**src/rtl/bc_flags_pkg.sv**
```systemverilog
/*
  Constants for the bus controller general purpose flag block:
  register index and byte address, field positions, reset values.
  Assumes a 32-bit APB with byte addresses and 12 address bits.
*/
package bc_flags_pkg;

  // ****************************************************************
  // register map
  // ****************************************************************
  // printed offset is an index; byte address is four times it
  localparam int unsigned GPF_INDEX    = 'h37;
  localparam int unsigned ADDR_W       = 12;
  localparam logic [11:0] GPF_ADDR     = 12'(GPF_INDEX * 4);

  // ****************************************************************
  // flag register fields
  // ****************************************************************
  localparam logic [7:0]  FLAG_MASK    = 8'h3e;  // flags one..five
  localparam logic [7:0]  FLAG_RESET   = 8'h00;
  localparam int unsigned EQUAL_BIT    = 1;      // shared equal flag
  localparam int unsigned SET_LSB      = 0;      // write: set byte
  localparam int unsigned CLR_LSB      = 8;      // write: clear byte

  // ****************************************************************
  // condition field
  // ****************************************************************
  localparam int unsigned INV_BIT      = 4;
  localparam logic [3:0]  CODE_EQUAL   = 4'h1;
  localparam logic [3:0]  CODE_GP_LO   = 4'h2;
  localparam logic [3:0]  CODE_GP_HI   = 4'h5;

endpackage

```
**src/rtl/cond_eval.sv**
```systemverilog
/*
  Combinational evaluation of a five-bit condition field against
  the current flag byte. Assumes the caller registers the result.
*/
`timescale 1ns/1ns
`default_nettype none

module cond_eval (
  // flag state
  input  wire logic [7:0] flags,
  // condition field from the sequencer
  input  wire logic [4:0] code,
  // result
  output logic            in_scope,
  output logic            execute
);

  // ****************************************************************
  // evaluation
  // ****************************************************************
  // codes outside one..five belong to other logic; report them
  always_comb begin
    in_scope = (code[3:0] >= bc_flags_pkg::CODE_EQUAL) &&
               (code[3:0] <= bc_flags_pkg::CODE_GP_HI);
    // inverse bit flips the tested sense only
    execute  = in_scope &&
               (flags[code[2:0]] ^ code[bc_flags_pkg::INV_BIT]);
  end

endmodule

`default_nettype wire

```
**src/rtl/bc_condition_flags_gp.sv**
```systemverilog
/*
  General purpose flags one to five of a bus controller: sequencer
  flag and timer-compare updates, host access over APB, and
  evaluation of the condition field. Assumes one clock, the
  sequencer issues at most one op code per cycle, and a plain
  APB master.
*/
// The register addresses and the APB register port are this design's own decisions.
`timescale 1ns/1ns
`default_nettype none

// How it works
// - code one tests equal flag, inverse tests unequal
// - flag op or host write toggles/sets/clears flags
// - timer compare ops update flag one
// - parameter equal to timer sets flag one
// - parameter unequal to timer clears flag one
// - codes two..five test flags two..five
// - bit four selects required true or false outcome
// - host reads condition bits, writes update flags
module bc_condition_flags_gp (
  // clock and reset
  input  wire logic        pclk,
  input  wire logic        presetn,
  // apb slave
  input  wire logic        psel,
  input  wire logic        penable,
  input  wire logic        pwrite,
  input  wire logic [11:0] paddr,
  input  wire logic [31:0] pwdata,
  output logic             pready,
  output logic [31:0]      prdata,
  output logic             pslverr,
  // flag manipulation op code from the sequencer
  input  wire logic        flag_manipulate_op,
  input  wire logic [7:0]  op_set,
  input  wire logic [7:0]  op_clear,
  // timer compare op codes
  input  wire logic        message_timer_compare_op,
  input  wire logic        frame_timer_compare_op,
  input  wire logic [15:0] compare_param,
  input  wire logic [15:0] time_to_next_msg,
  input  wire logic [15:0] frame_time_left,
  // condition evaluation
  input  wire logic        cond_valid,
  input  wire logic [4:0]  cond_code,
  output logic             cond_done,
  output logic             cond_in_scope,
  output logic             cond_execute,
  // flag state for the sequencer
  output logic [7:0]       flags
);

  // ****************************************************************
  // state
  // ****************************************************************
  logic [7:0]  flags_ff;        // flag byte, bits one..five live
  logic [7:0]  nxt_flags;
  logic        pready_ff;       // one wait state per transfer
  logic        nxt_pready;
  logic [31:0] prdata_ff;       // read data, loaded with pready
  logic [31:0] nxt_prdata;
  logic        pslverr_ff;      // unmapped address answer
  logic        nxt_pslverr;
  logic        done_ff;         // evaluation result valid
  logic        nxt_done;
  logic        scope_ff;
  logic        nxt_scope;
  logic        exec_ff;
  logic        nxt_exec;
  logic        eval_scope;      // combinational evaluator outputs
  logic        eval_exec;
  logic        addr_hit;        // paddr decodes to the flag word
  logic        host_wr;         // write takes effect this edge
  logic        cmp_equal;       // compare outcome

  // ****************************************************************
  // helpers
  // ****************************************************************
  // set and clear together toggle; used by sequencer and host
  function automatic logic [7:0] apply_update(input logic [7:0] f,
                                              input logic [7:0] s,
                                              input logic [7:0] c);
    logic [7:0] r;
    r = (f & ~(s | c)) | (s & ~c) | (s & c & ~f);
    return r;
  endfunction

  assign addr_hit = (paddr == bc_flags_pkg::GPF_ADDR);
  assign host_wr  = psel && penable && pready_ff && pwrite && addr_hit;

  // message compare wins if the sequencer ever raises both
  assign cmp_equal = message_timer_compare_op ?
                     (compare_param == time_to_next_msg) :
                     (compare_param == frame_time_left);

  // ****************************************************************
  // flag update
  // ****************************************************************
  // order: flag op, then compare, then host write on top
  always_comb begin
    nxt_flags = flags_ff;
    if (flag_manipulate_op) begin
      nxt_flags = apply_update(nxt_flags, op_set, op_clear);
    end
    if (message_timer_compare_op || frame_timer_compare_op) begin
      // equal sets, less or greater clears
      nxt_flags[bc_flags_pkg::EQUAL_BIT] = cmp_equal;
    end
    if (host_wr) begin
      // host is last so a same-cycle clash ends in its value
      nxt_flags = apply_update(nxt_flags,
                               pwdata[bc_flags_pkg::SET_LSB +: 8],
                               pwdata[bc_flags_pkg::CLR_LSB +: 8]);
    end
    // unimplemented flag bits never hold a one
    nxt_flags = nxt_flags & bc_flags_pkg::FLAG_MASK;
  end

  always_ff @(posedge pclk or negedge presetn) begin
    if (!presetn) begin
      flags_ff <= bc_flags_pkg::FLAG_RESET;
    end else begin
      flags_ff <= nxt_flags;
    end
  end

  // ****************************************************************
  // apb slave
  // ****************************************************************
  // read data is sampled in the first access cycle, so a flag
  // change on the completing edge shows only on the next read
  always_comb begin
    nxt_pready  = psel && penable && !pready_ff;
    nxt_prdata  = 32'h0;
    nxt_pslverr = 1'b0;
    if (nxt_pready) begin
      if (addr_hit && !pwrite) begin
        nxt_prdata = {24'h0, flags_ff};
      end
      nxt_pslverr = !addr_hit;
    end
  end

  always_ff @(posedge pclk or negedge presetn) begin
    if (!presetn) begin
      pready_ff  <= 1'b0;
      prdata_ff  <= 32'h0;
      pslverr_ff <= 1'b0;
    end else begin
      pready_ff  <= nxt_pready;
      prdata_ff  <= nxt_prdata;
      pslverr_ff <= nxt_pslverr;
    end
  end

  // ****************************************************************
  // condition evaluation
  // ****************************************************************
  cond_eval u_eval (
    .flags    (flags_ff),
    .code     (cond_code),
    .in_scope (eval_scope),
    .execute  (eval_exec)
  );

  // result held until the next request
  always_comb begin
    nxt_done  = cond_valid;
    nxt_scope = scope_ff;
    nxt_exec  = exec_ff;
    if (cond_valid) begin
      nxt_scope = eval_scope;
      nxt_exec  = eval_exec;
    end
  end

  always_ff @(posedge pclk or negedge presetn) begin
    if (!presetn) begin
      done_ff  <= 1'b0;
      scope_ff <= 1'b0;
      exec_ff  <= 1'b0;
    end else begin
      done_ff  <= nxt_done;
      scope_ff <= nxt_scope;
      exec_ff  <= nxt_exec;
    end
  end

  // ****************************************************************
  // outputs
  // ****************************************************************
  assign pready        = pready_ff;
  assign prdata        = prdata_ff;
  assign pslverr       = pslverr_ff;
  assign cond_done     = done_ff;
  assign cond_in_scope = scope_ff;
  assign cond_execute  = exec_ff;
  assign flags         = flags_ff;
endmodule

`default_nettype wire

```
**config.mk**
```make
export PLATFORM = sky130hd
export DESIGN_NAME = bc_condition_flags_gp
export DESIGN_NICKNAME = d
export VERILOG_FILES = /design/src/rtl/bc_flags_pkg.sv /design/src/rtl/cond_eval.sv /design/src/rtl/bc_condition_flags_gp.sv
export SDC_FILE = /design/constraint.sdc
export NUM_CORES = 1
export LEC_CHECK = 0
export BUFFER_PORTS_ARGS = -buffer_cell sky130_fd_sc_hd__buf_2
export CAP_MARGIN = 20
export CORE_UTILIZATION = 33
export DETAILED_ROUTE_END_ITERATION = 8
export PLACE_DENSITY = 0.89
export RECOVER_POWER = 100
export SETUP_SLACK_MARGIN = 0.1
export SLEW_MARGIN = 20
export SYNTH_ARGS = -nofsm -noshare
export SYNTH_HDL_FRONTEND = slang
export SYNTH_SLANG_ARGS = --single-unit
```
**constraint.sdc**
```tcl
create_clock -name pclk -period 1.25 [get_ports pclk]
set_input_delay 0.1875 -clock pclk [delete_from_list [all_inputs] [get_ports pclk]]
set_output_delay 0.1875 -clock pclk [all_outputs]
set_load 0.005 [all_outputs]
```
==> results of run 1 <==
==> worst max path at each step <==
stage                             startpoint  endpoint  slack, ns  cells after the start
floorplan                           paddr[5]  flags[1]      -0.09                      6
global placement    message_timer_compare_op  flags[1]      -0.34                      7
detailed placement  message_timer_compare_op  flags[1]      -0.41                      7
CTS                                 paddr[5]  flags[4]      -0.02                      7
global route                        paddr[8]  flags[4]      -0.10                      7
finish                              paddr[5]  flags[4]     -0.009                      7
==> registers in the layout, indices dropped and copies added (netlist names) <==
register,flops
cond_execute,1
prdata,5
cond_in_scope,1
cond_done,1
pready,1
flags,5
pslverr,1
==> per-stage QoR <==
stage	total power [uW]	area, sq um	TNS [ns]	setup WS, ns
5_1_grt	1610	2000	-0.732	-0.103
4_1_cts	1500	1960	-0.0576	-0.0216
6_report	1510	2000	-0.0197	-0.00941
3_3_place_gp	1070	1870	-1.75	-0.337
3_5_place_dp	1090	1870	-2.11	-0.406
2_1_floorplan	867	1450	-0.274	-0.0946
==> area by class of cell <==
class                      instances  area [sq um]  area share
clock inverter                     1          7.51     0.00376
timing repair buffer             122           661       0.331
multi-input combinational        125           828       0.415
tap                               48          60.1      0.0301
sequential                        15           375       0.188
clock buffer                       3          41.3      0.0207
inverter                           6          22.5      0.0113
==> what timing repair did <==
item	4_1_cts	5_1_grt
hold buffers	1	0
pin swaps	2	2
endpoints found under the setup margin	11	11
resized for setup	4	6
setup buffers	1	2
hold endpoints to repair	15	0
==> power groups by stage <==
stage | Clock, uW | Sequential, uW | Combinational (uW)
after global routing | 432 | 550 | 625
after floorplan | 0 | 568 | 299
after global placement | 0 | 552 | 520
after detailed placement | 0 | 554 | 535
final | 400 | 547 | 562
after CTS | 406 | 545 | 548
==> worst register-to-register path: cells and delay by family (launching register included) <==
kind	cells	cell delay, ns
buf+inv	1	0.18
flops	1	0.39
simple gates	2	0.42
compound gates	1	0.08
==> cells by family (layout without fill, tap and decap cells) <==
logic type,count (synthesis),after routing,share of synthesized area
AND/OR/NAND/NOR,31,31,0.142
other,1,30,0.00280
flip-flops,15,15,0.280
AO/OA/AOI/OAI,31,31,0.140
XOR/XNOR,17,17,0.111
multiplexers,16,16,0.120
buffers and inverters,39,132,0.204
==> cell usage in the layout, fill, tap and decap left out, types with 4 or more instances in the layout <==
cell type,netlist,layout
nand2_1,8,8
xnor2_1,6,6
a21oi_1,14,13
inv_1,6,6
dfrtp_1,15,15
nor3_1,5,4
xor2_1,11,11
a31oi_1,9,9
and2_1,5,5
conb_1,1,30
buf_2,0,103
mux2i_1,16,15
buf_4,30,12
==> metal layers <==
layer	part of all wire	track usage	vias to the layer above
met3	0.065	0.0260	6
li1	-	-	712
met1	0.35	0.192	677
met4	0.018	0.0598	0
met2	0.57	0.311	71
met5	0	0	-
==> metrics.txt, run 1 <==
DP HPWL=3230 um; Die Wd=65.7 um; Final Setup Violations=3; CP arrival=1.39 ns; Synth-to-Final Area Change=48.9%; Ant. Diodes=0; worst reg2reg path endpoint=flags[4]; Tcrit/Tclk final=1.01; Die H=65.7 um; clock insertion delay at the later pin of the skew report=0.25 ns; crit-path cells=buf_6, nand4b_1, nor4_4, nand2_2, nor3_4, buf_4, a31oi_1; number of global-route vias before repair=1,362; Final GP Congestion=0.828; clock-pin transition on the worst setup and hold timing paths=0.07 ns; r2r startpoint=pready; Yosys warning total=0; synthesized netlist cell count=150; Via density=4.58; H-tree Lvls=1; RSZ-0062 raised after global routing=yes; CP max stage cell=nor4_4; dominant cells by area after synthesis=dfrtp_1 28%, buf_4 17%, mux2i_1 12%; Max transition margin=0.459; placed cells=312; Hold Crit Class=input port to flop; CP Launch Type=input port; EDFF count, synth=0; I/O pin total=167; Avg Inst Size Synth=8.93 sq um; Worst Slack Setup Final=-0.00941 ns; hold_sp=pwdata[11]; Num CTS Buffers=3; sequential share of power=0.362; share of layout cells above drive strength 1=0.489; initial antenna violation count=0; DR DRC count=0; min cycle time layout=1.26 ns; final core utilization=0.529; Most used DFF post-synth=dfrtp_1; Nets=395; CP bufs+invs=2; # clock sinks=15; 1st-iter DRT viols=87; status=complete, but fails checks; row count=22; clock power share=0.265; register area share after synthesis=0.280; Worst Hold End=flags[3]; routed wire length=3840 um; Yosys top cell area share=0.280; WHS=0.123 ns; die area=4320 sq um; Setup CP Type=input port to flop; port buffer count=108; internal power=1040 uW; starting density of the core=0.355; Critical Path Fanout Max=8; core area=3770 sq um; first-pass GRT wire length=5620 um; fmax=794 MHz; Root Buffer=clkbuf_8; Switching Fraction=0.312; CP required=1.38 ns; Hold Vio Cnt, Final=0; most common cell in the netlist=buf_4; CTS tree=yes; top cells by count, synth=30 x buf_4, 16 x mux2i_1, 15 x dfrtp_1, 14 x a21oi_1, 11 x xor2_1; power per standard cell area=756 nW/um^2; worst slew pin tran=0.812 ns; Leak=0.00111 uW; VDD IR-drop max=322 uV; Yosys reg bits=15; combinational power share=0.373; CP delay by family, top=simple AND/OR/NAND/NOR gates; Routed WL per cell=12.0 um; GRT Total Usage=0.168; Overflow after GRT=0; skew final=0.0101 ns; post-synthesis async set-or-reset flop share=1.00; Synth area leader=dfrtp_1; failing checks=negative setup slack; Max-cap violations=0; Crit. End Element=flop; Fill cells=351; Final ANT Viol Nets=0; DRT Pass-1 Iters=4; clock buffer depth=2; Non-Filler Instances=320; largest net degree at the start of global routing=16; Crit path largest cell delay=0.27 ns; distinct cell type count of the synthesized netlist=30; Psw=471 uW; Syn Std Cell Area=1340 sq um; hold path cells=2; reg2reg setup slack=0.06 ns; vias=1,466; R2R depth=4; max-slew violations=0
Power figures use the tool's default switching activity.
==> run 2: changes to the inputs <==
==> constraint.sdc (replaced) <==
create_clock -name pclk -period 1.25 [get_ports pclk]
set_input_delay 0.125 -clock pclk [delete_from_list [all_inputs] [get_ports pclk]]
set_output_delay 0.125 -clock pclk [all_outputs]
set_load 0.005 [all_outputs]
==> run 2 against run 1 <==
Against the previous run: the flow now finishes without violations; wire length grew 2.5%; critical path depth down 2; power decreased by 0.30%; final area increased by 0.82%; largest cell class unchanged; highest routed layer unchanged.
==> metrics.txt, run 2 (synthesis results as in run 1) <==
Max-cap violations=0 (unchanged); Overflow after GRT=0 (unchanged); Leak=0.00110 uW (-1.3%); share of layout cells above drive strength 1=0.485 (-0.00368); CP max stage cell=dfrtp_1; starting density of the core=0.355 (unchanged); Root Buffer=clkbuf_8; clock buffer depth=2 (unchanged); DRT Pass-1 Iters=4 (unchanged); Hold Vio Cnt, Final=0 (unchanged); min cycle time layout=1.19 ns (-0.0700 ns); Num CTS Buffers=3 (unchanged); power per standard cell area=748 nW/um^2 (-1.1%); Max transition margin=0.451 (-0.00777); fmax=841 MHz (+5.9%); DP HPWL=3220 um (-0.50%); Final GP Congestion=0.828 (about the same); Final ANT Viol Nets=0 (unchanged); H-tree Lvls=1 (unchanged); Setup CP Type=flop to flop; VDD IR-drop max=317 uV (-1.4%); port buffer count=108 (unchanged); most frequent cells in the layout=101 x buf_2, 30 x conb_1, 15 x mux2i_1, 15 x dfrtp_1; placed cells=312 (unchanged); Area after DPL=1870 sq um (unchanged); WHS=0.0545 ns (-0.0680 ns); vias=1,472 (+0.41%); Via density=4.60 (+0.41%); # clock sinks=15 (unchanged); 1st-iter DRT viols=76 (-13%); number of global-route vias before repair=1,392 (+2.2%); worst slew pin tran=0.823 ns (+0.0117 ns); Die H=65.7 um (unchanged); routed wire length=3940 um (+2.5%); CP Launch Type=flop; largest net degree at the start of global routing=16 (unchanged); CTS tree=yes; Non-Filler Instances=320 (unchanged); Tcrit/Tclk final=0.952 (-0.0560); max-slew violations=0 (unchanged); clock-pin transition on the worst setup and hold timing paths=0.07 ns (about the same); Crit path largest cell delay=0.39 ns (+0.12 ns); Die Wd=65.7 um (unchanged); status=complete, no violations; Nets=395 (unchanged); final core utilization=0.534 (+0.00431); row count=22 (unchanged); skew final=0.00934 ns (-0.000799 ns); RSZ-0062 raised after global routing=yes; DR DRC count=0 (unchanged); Ant. Diodes=0 (unchanged); first-pass GRT wire length=5710 um (+1.5%); initial antenna violation count=0 (unchanged); crit-path cells=mux2i_1, a211oi_2, a21oi_1, xor2_1, o22ai_1; CP arrival=1.31 ns (-0.08 ns); I/O pin total=167 (unchanged); Routed WL per cell=12.3 um (+2.5%); Critical Path Fanout Max=2 (-6); post-route cell area=2010 sq um (+0.82%); CP required=1.37 ns (about the same); Hold Crit Class=input port to flop; Crit. End Element=flop; commonest non-fill, non-tap cell in the layout=buf_2; Synth-to-Final Area Change=50.1%; clock insertion delay at the later pin of the skew report=0.25 ns (about the same); die area=4320 sq um (unchanged); Final Setup Violations=0 (-3); GRT Total Usage=0.172 (+0.00394); core area=3770 sq um (unchanged)
==> run 2: worst paths after layout <==
kind                            endpoint  cells after the start  slack, ns           from
setup / recovery            cond_execute                      5       0.06       flags[2]
hold / removal                 cond_done                      1       0.05     cond_valid
setup reg to reg            cond_execute                      5       0.06       flags[2]
hold reg to reg            cond_in_scope                      2       0.53  cond_in_scope
max in group asynchronous       flags[1]                      2       0.23        presetn
min in group asynchronous       flags[5]                      2       0.50        presetn
==> run 2: area by class of cell <==
type | count | area, sq um
clock inverter | 1 | 5.00
sequential | 15 | 375
clock buffer | 3 | 41.3
multi-input combinational | 125 | 857
fill | 365 | 1760
timing repair buffer | 122 | 651
tap | 48 | 60.1
inverter | 6 | 22.5
==> run 2: where the power goes <==
part           internal, uW  total (uW)  switching [uW]
sequential              524         545            20.9
clock                   220         387             167
combinational           284         573             288
==> run 2: through the flow <==
step | setup TNS, ns | total power [uW] | setup WS [ns]
after floorplan | -0.0321 | 867 | -0.0321
after detailed placement | -1.56 | 1090 | -0.352
after global placement | -1.12 | 1070 | -0.275
final | 0 | 1500 | 0.0606
after global routing | -0.00893 | 1600 | -0.00495
after CTS | 0 | 1510 | 0.00725
==> run 2: per-layer routing <==
| metal | share of wire | global-route usage | up-vias |
|---|---|---|---|
| met5 | 0 | 0 | - |
| met4 | 0.0086 | 0.0625 | 0 |
| met3 | 0.062 | 0.0260 | 4 |
| met2 | 0.57 | 0.339 | 69 |
| met1 | 0.36 | 0.179 | 687 |
| li1 | - | - | 712 |
==> run 2: timing repair <==
item | 4_1_cts | 5_1_grt
setup buffers | 3 | 0
hold buffers | 1 | 0
pin swaps | 0 | 3
hold endpoints to repair | 15 | 0
gates resized for setup | 11 | 6
endpoints found under the setup margin | 11 | 11
==> run 2: worst max-delay path: cells and delay by family, from the launching register on <==
family | cells | cell delay, ns
mux | 1 | 0.17
xor+xnor | 1 | 0.16
flops | 1 | 0.39
compound gates | 3 | 0.34
==> run 3: changes to the inputs <==
--- a/config.mk
+++ b/config.mk
@@ -7,10 +7,9 @@
 export LEC_CHECK = 0
 export BUFFER_PORTS_ARGS = -buffer_cell sky130_fd_sc_hd__buf_2
 export CAP_MARGIN = 20
-export CORE_UTILIZATION = 33
+export CORE_UTILIZATION = 29
 export DETAILED_ROUTE_END_ITERATION = 8
-export PLACE_DENSITY = 0.89
-export RECOVER_POWER = 100
+export PLACE_DENSITY = 0.83
 export SETUP_SLACK_MARGIN = 0.1
 export SLEW_MARGIN = 20
 export SYNTH_ARGS = -nofsm -noshare
==> constraint.sdc (replaced) <==
create_clock -name pclk -period 1 [get_ports pclk]
set_input_delay 0.1 -clock pclk [delete_from_list [all_inputs] [get_ports pclk]]
set_output_delay 0.1 -clock pclk [all_outputs]
set_load 0.005 [all_outputs]
==> run 3 against run 2 <==
Against the previous run: the flow now finishes with violations (negative setup slack); largest power group unchanged; count of clock-buffer cells in the layout unchanged; fmax down 1.1%; highest routed layer unchanged; core utilization fell by 4.5 points; clock skew decreased by 0.0070 ns; sequential cell count unchanged.
==> metrics.txt, run 3 (synthesis results as in run 1) <==
status=complete, but fails checks; failing checks=negative setup slack; Area after DPL=1910 sq um (+1.9%); CP required=1.13 ns (-0.24 ns); number of global-route vias before repair=1,561 (+12%); Hold Crit Class=input port to flop; WHS=0.00709 ns (-0.0474 ns); H-tree Lvls=1 (unchanged); Routed WL per cell=12.3 um (+0.35%); DP HPWL=3320 um (+3.1%); Overflow after GRT=0 (unchanged); post-route cell area=2140 sq um (+6.3%); DR DRC count=0 (unchanged); Crit. End Element=flop; final core utilization=0.488 (-0.0455); # clock sinks=15 (unchanged); commonest non-fill, non-tap cell in the layout=buf_2; core area=4380 sq um (+16%); VDD IR-drop max=502 uV (+58%); Max-cap violations=0 (unchanged); Die H=70.0 um (+6.5%); Via density=4.57 (-0.56%); clock insertion delay at the later pin of the skew report=0.25 ns (about the same); starting density of the core=0.306 (-0.0497); Final GP Congestion=0.823 (-0.59%); row count=24 (+9.1%); register area=375 sq um (unchanged); die area=4900 sq um (+13%); setup TNS=-1.75 ns (-1.75 ns); Die Wd=70.0 um (+6.5%); 1st-iter DRT viols=24 (-68%); Worst Slack Setup Final=-0.202 ns (-0.263 ns); Tot Pwr=2030 uW (+35%); port buffer count=108 (unchanged); GRT Total Usage=0.163 (-0.00920); Root Buffer=clkbuf_8; Fill cells=418 (+15%); Multi-input gate area=867 sq um (+1.2%); CP Launch Type=flop; most frequent cells in the layout=101 x buf_2, 30 x conb_1, 16 x buf_6, 15 x dfrtp_1; Tcrit/Tclk final=1.20 (+0.251); initial antenna violation count=0 (unchanged); Ant. Diodes=0 (unchanged); first-pass GRT wire length=6510 um (+14%); clock buffer depth=2 (unchanged); share of layout cells above drive strength 1=0.531 (+0.0454); max-slew violations=0 (unchanged); Final ANT Viol Nets=0 (unchanged); clock-pin transition on the worst setup and hold timing paths=0.06 ns (about the same); I/O pin total=167 (unchanged); Leak=0.00117 uW (+6.5%); Final Setup Violations=13 (+13); CTS tree=yes; vias=1,505 (+2.2%); fmax=832 MHz (-1.1%); Num CTS Buffers=3 (unchanged); routed wire length=4060 um (+3.2%); Nets=400 (+1.3%); RSZ-0062 raised after global routing=yes; Hold Vio Cnt, Final=0 (unchanged); largest net degree at the start of global routing=16 (unchanged); CP arrival=1.33 ns (+0.02 ns); Setup CP Type=flop to flop; skew final=0.00235 ns (-0.00699 ns); Synth-to-Final Area Change=59.7%; min cycle time layout=1.20 ns (+0.0130 ns); power per standard cell area=947 nW/um^2 (+27%); DRT Pass-1 Iters=4 (unchanged); Critical Path Fanout Max=2 (unchanged)
==> run 3: cell types whose count changed in the layout (fill, tap and decap cells not counted), moves of 2 or more <==
cell      previous run  this run
mux2i_2              0         3
and2_1               5         3
clkbuf_1             8         0
mux2i_1             15        12
and2_4               0         2
buf_4                7         9
buf_6                4        16
==> run 3: path summary, 6_finish.rpt <==
kind / start / endpoint / slack [ns] / cells after the start
min in group asynchronous: presetn / prdata[5] / 0.29 / 2
min: cond_valid / cond_done / 0.007 / 1
max: flags[3] / cond_execute / -0.20 / 5
max reg2reg: flags[3] / cond_execute / -0.20 / 5
min reg2reg: cond_in_scope / cond_in_scope / 0.52 / 2
max in group asynchronous: presetn / flags[1] / 0.46 / 2
==> run 3: per-stage QoR <==
stage	setup slack, ns	cells
after floorplan	-0.257	179
after global placement	-0.519	320
after detailed placement	-0.576	320
after CTS	-0.215	327
after global routing	-0.303	329
final	-0.202	329
==> run 3: final cells by class <==
cell class | count | area share
clock inverters | 1 | 0.00234
well taps | 52 | 0.0304
multi-input cells | 125 | 0.405
flip-flops and latches | 15 | 0.175
clock buffers | 3 | 0.0193
repair buffers | 127 | 0.357
inverters | 6 | 0.0105
==> run 3: timing repair <==
item	in CTS	in global routing
pin swaps	6	5
hold endpoints to repair	15	0
setup endpoints to repair	18	17
cloned	0	0
buffers inserted	2	3
gates resized for setup	21	11
hold buffers	1	0
==> run 3: critical path, stage by stage (launching register included) <==
cell      delay, ns
dfrtp_1        0.39
mux2i_1        0.17
a211oi_1       0.10
a21oi_1        0.17
xor2_1         0.17
o22ai_1        0.08
==> run 3: power by group <==
| part | internal [uW] | switching [uW] |
|---|---|---|
| registers | 655 | 29.0 |
| clock network | 276 | 221 |
| logic | 463 | 383 |
| total | 1390 | 632 |
==> run 3: metal layers <==
| metal | vias to the layer above | share of wire | track usage |
|---|---|---|---|
| met5 | - | 0 | 0 |
| met4 | 0 | 0.025 | 0.0778 |
| met3 | 10 | 0.048 | 0.0245 |
| met2 | 67 | 0.56 | 0.316 |
| met1 | 706 | 0.37 | 0.169 |
| li1 | 722 | - | - |
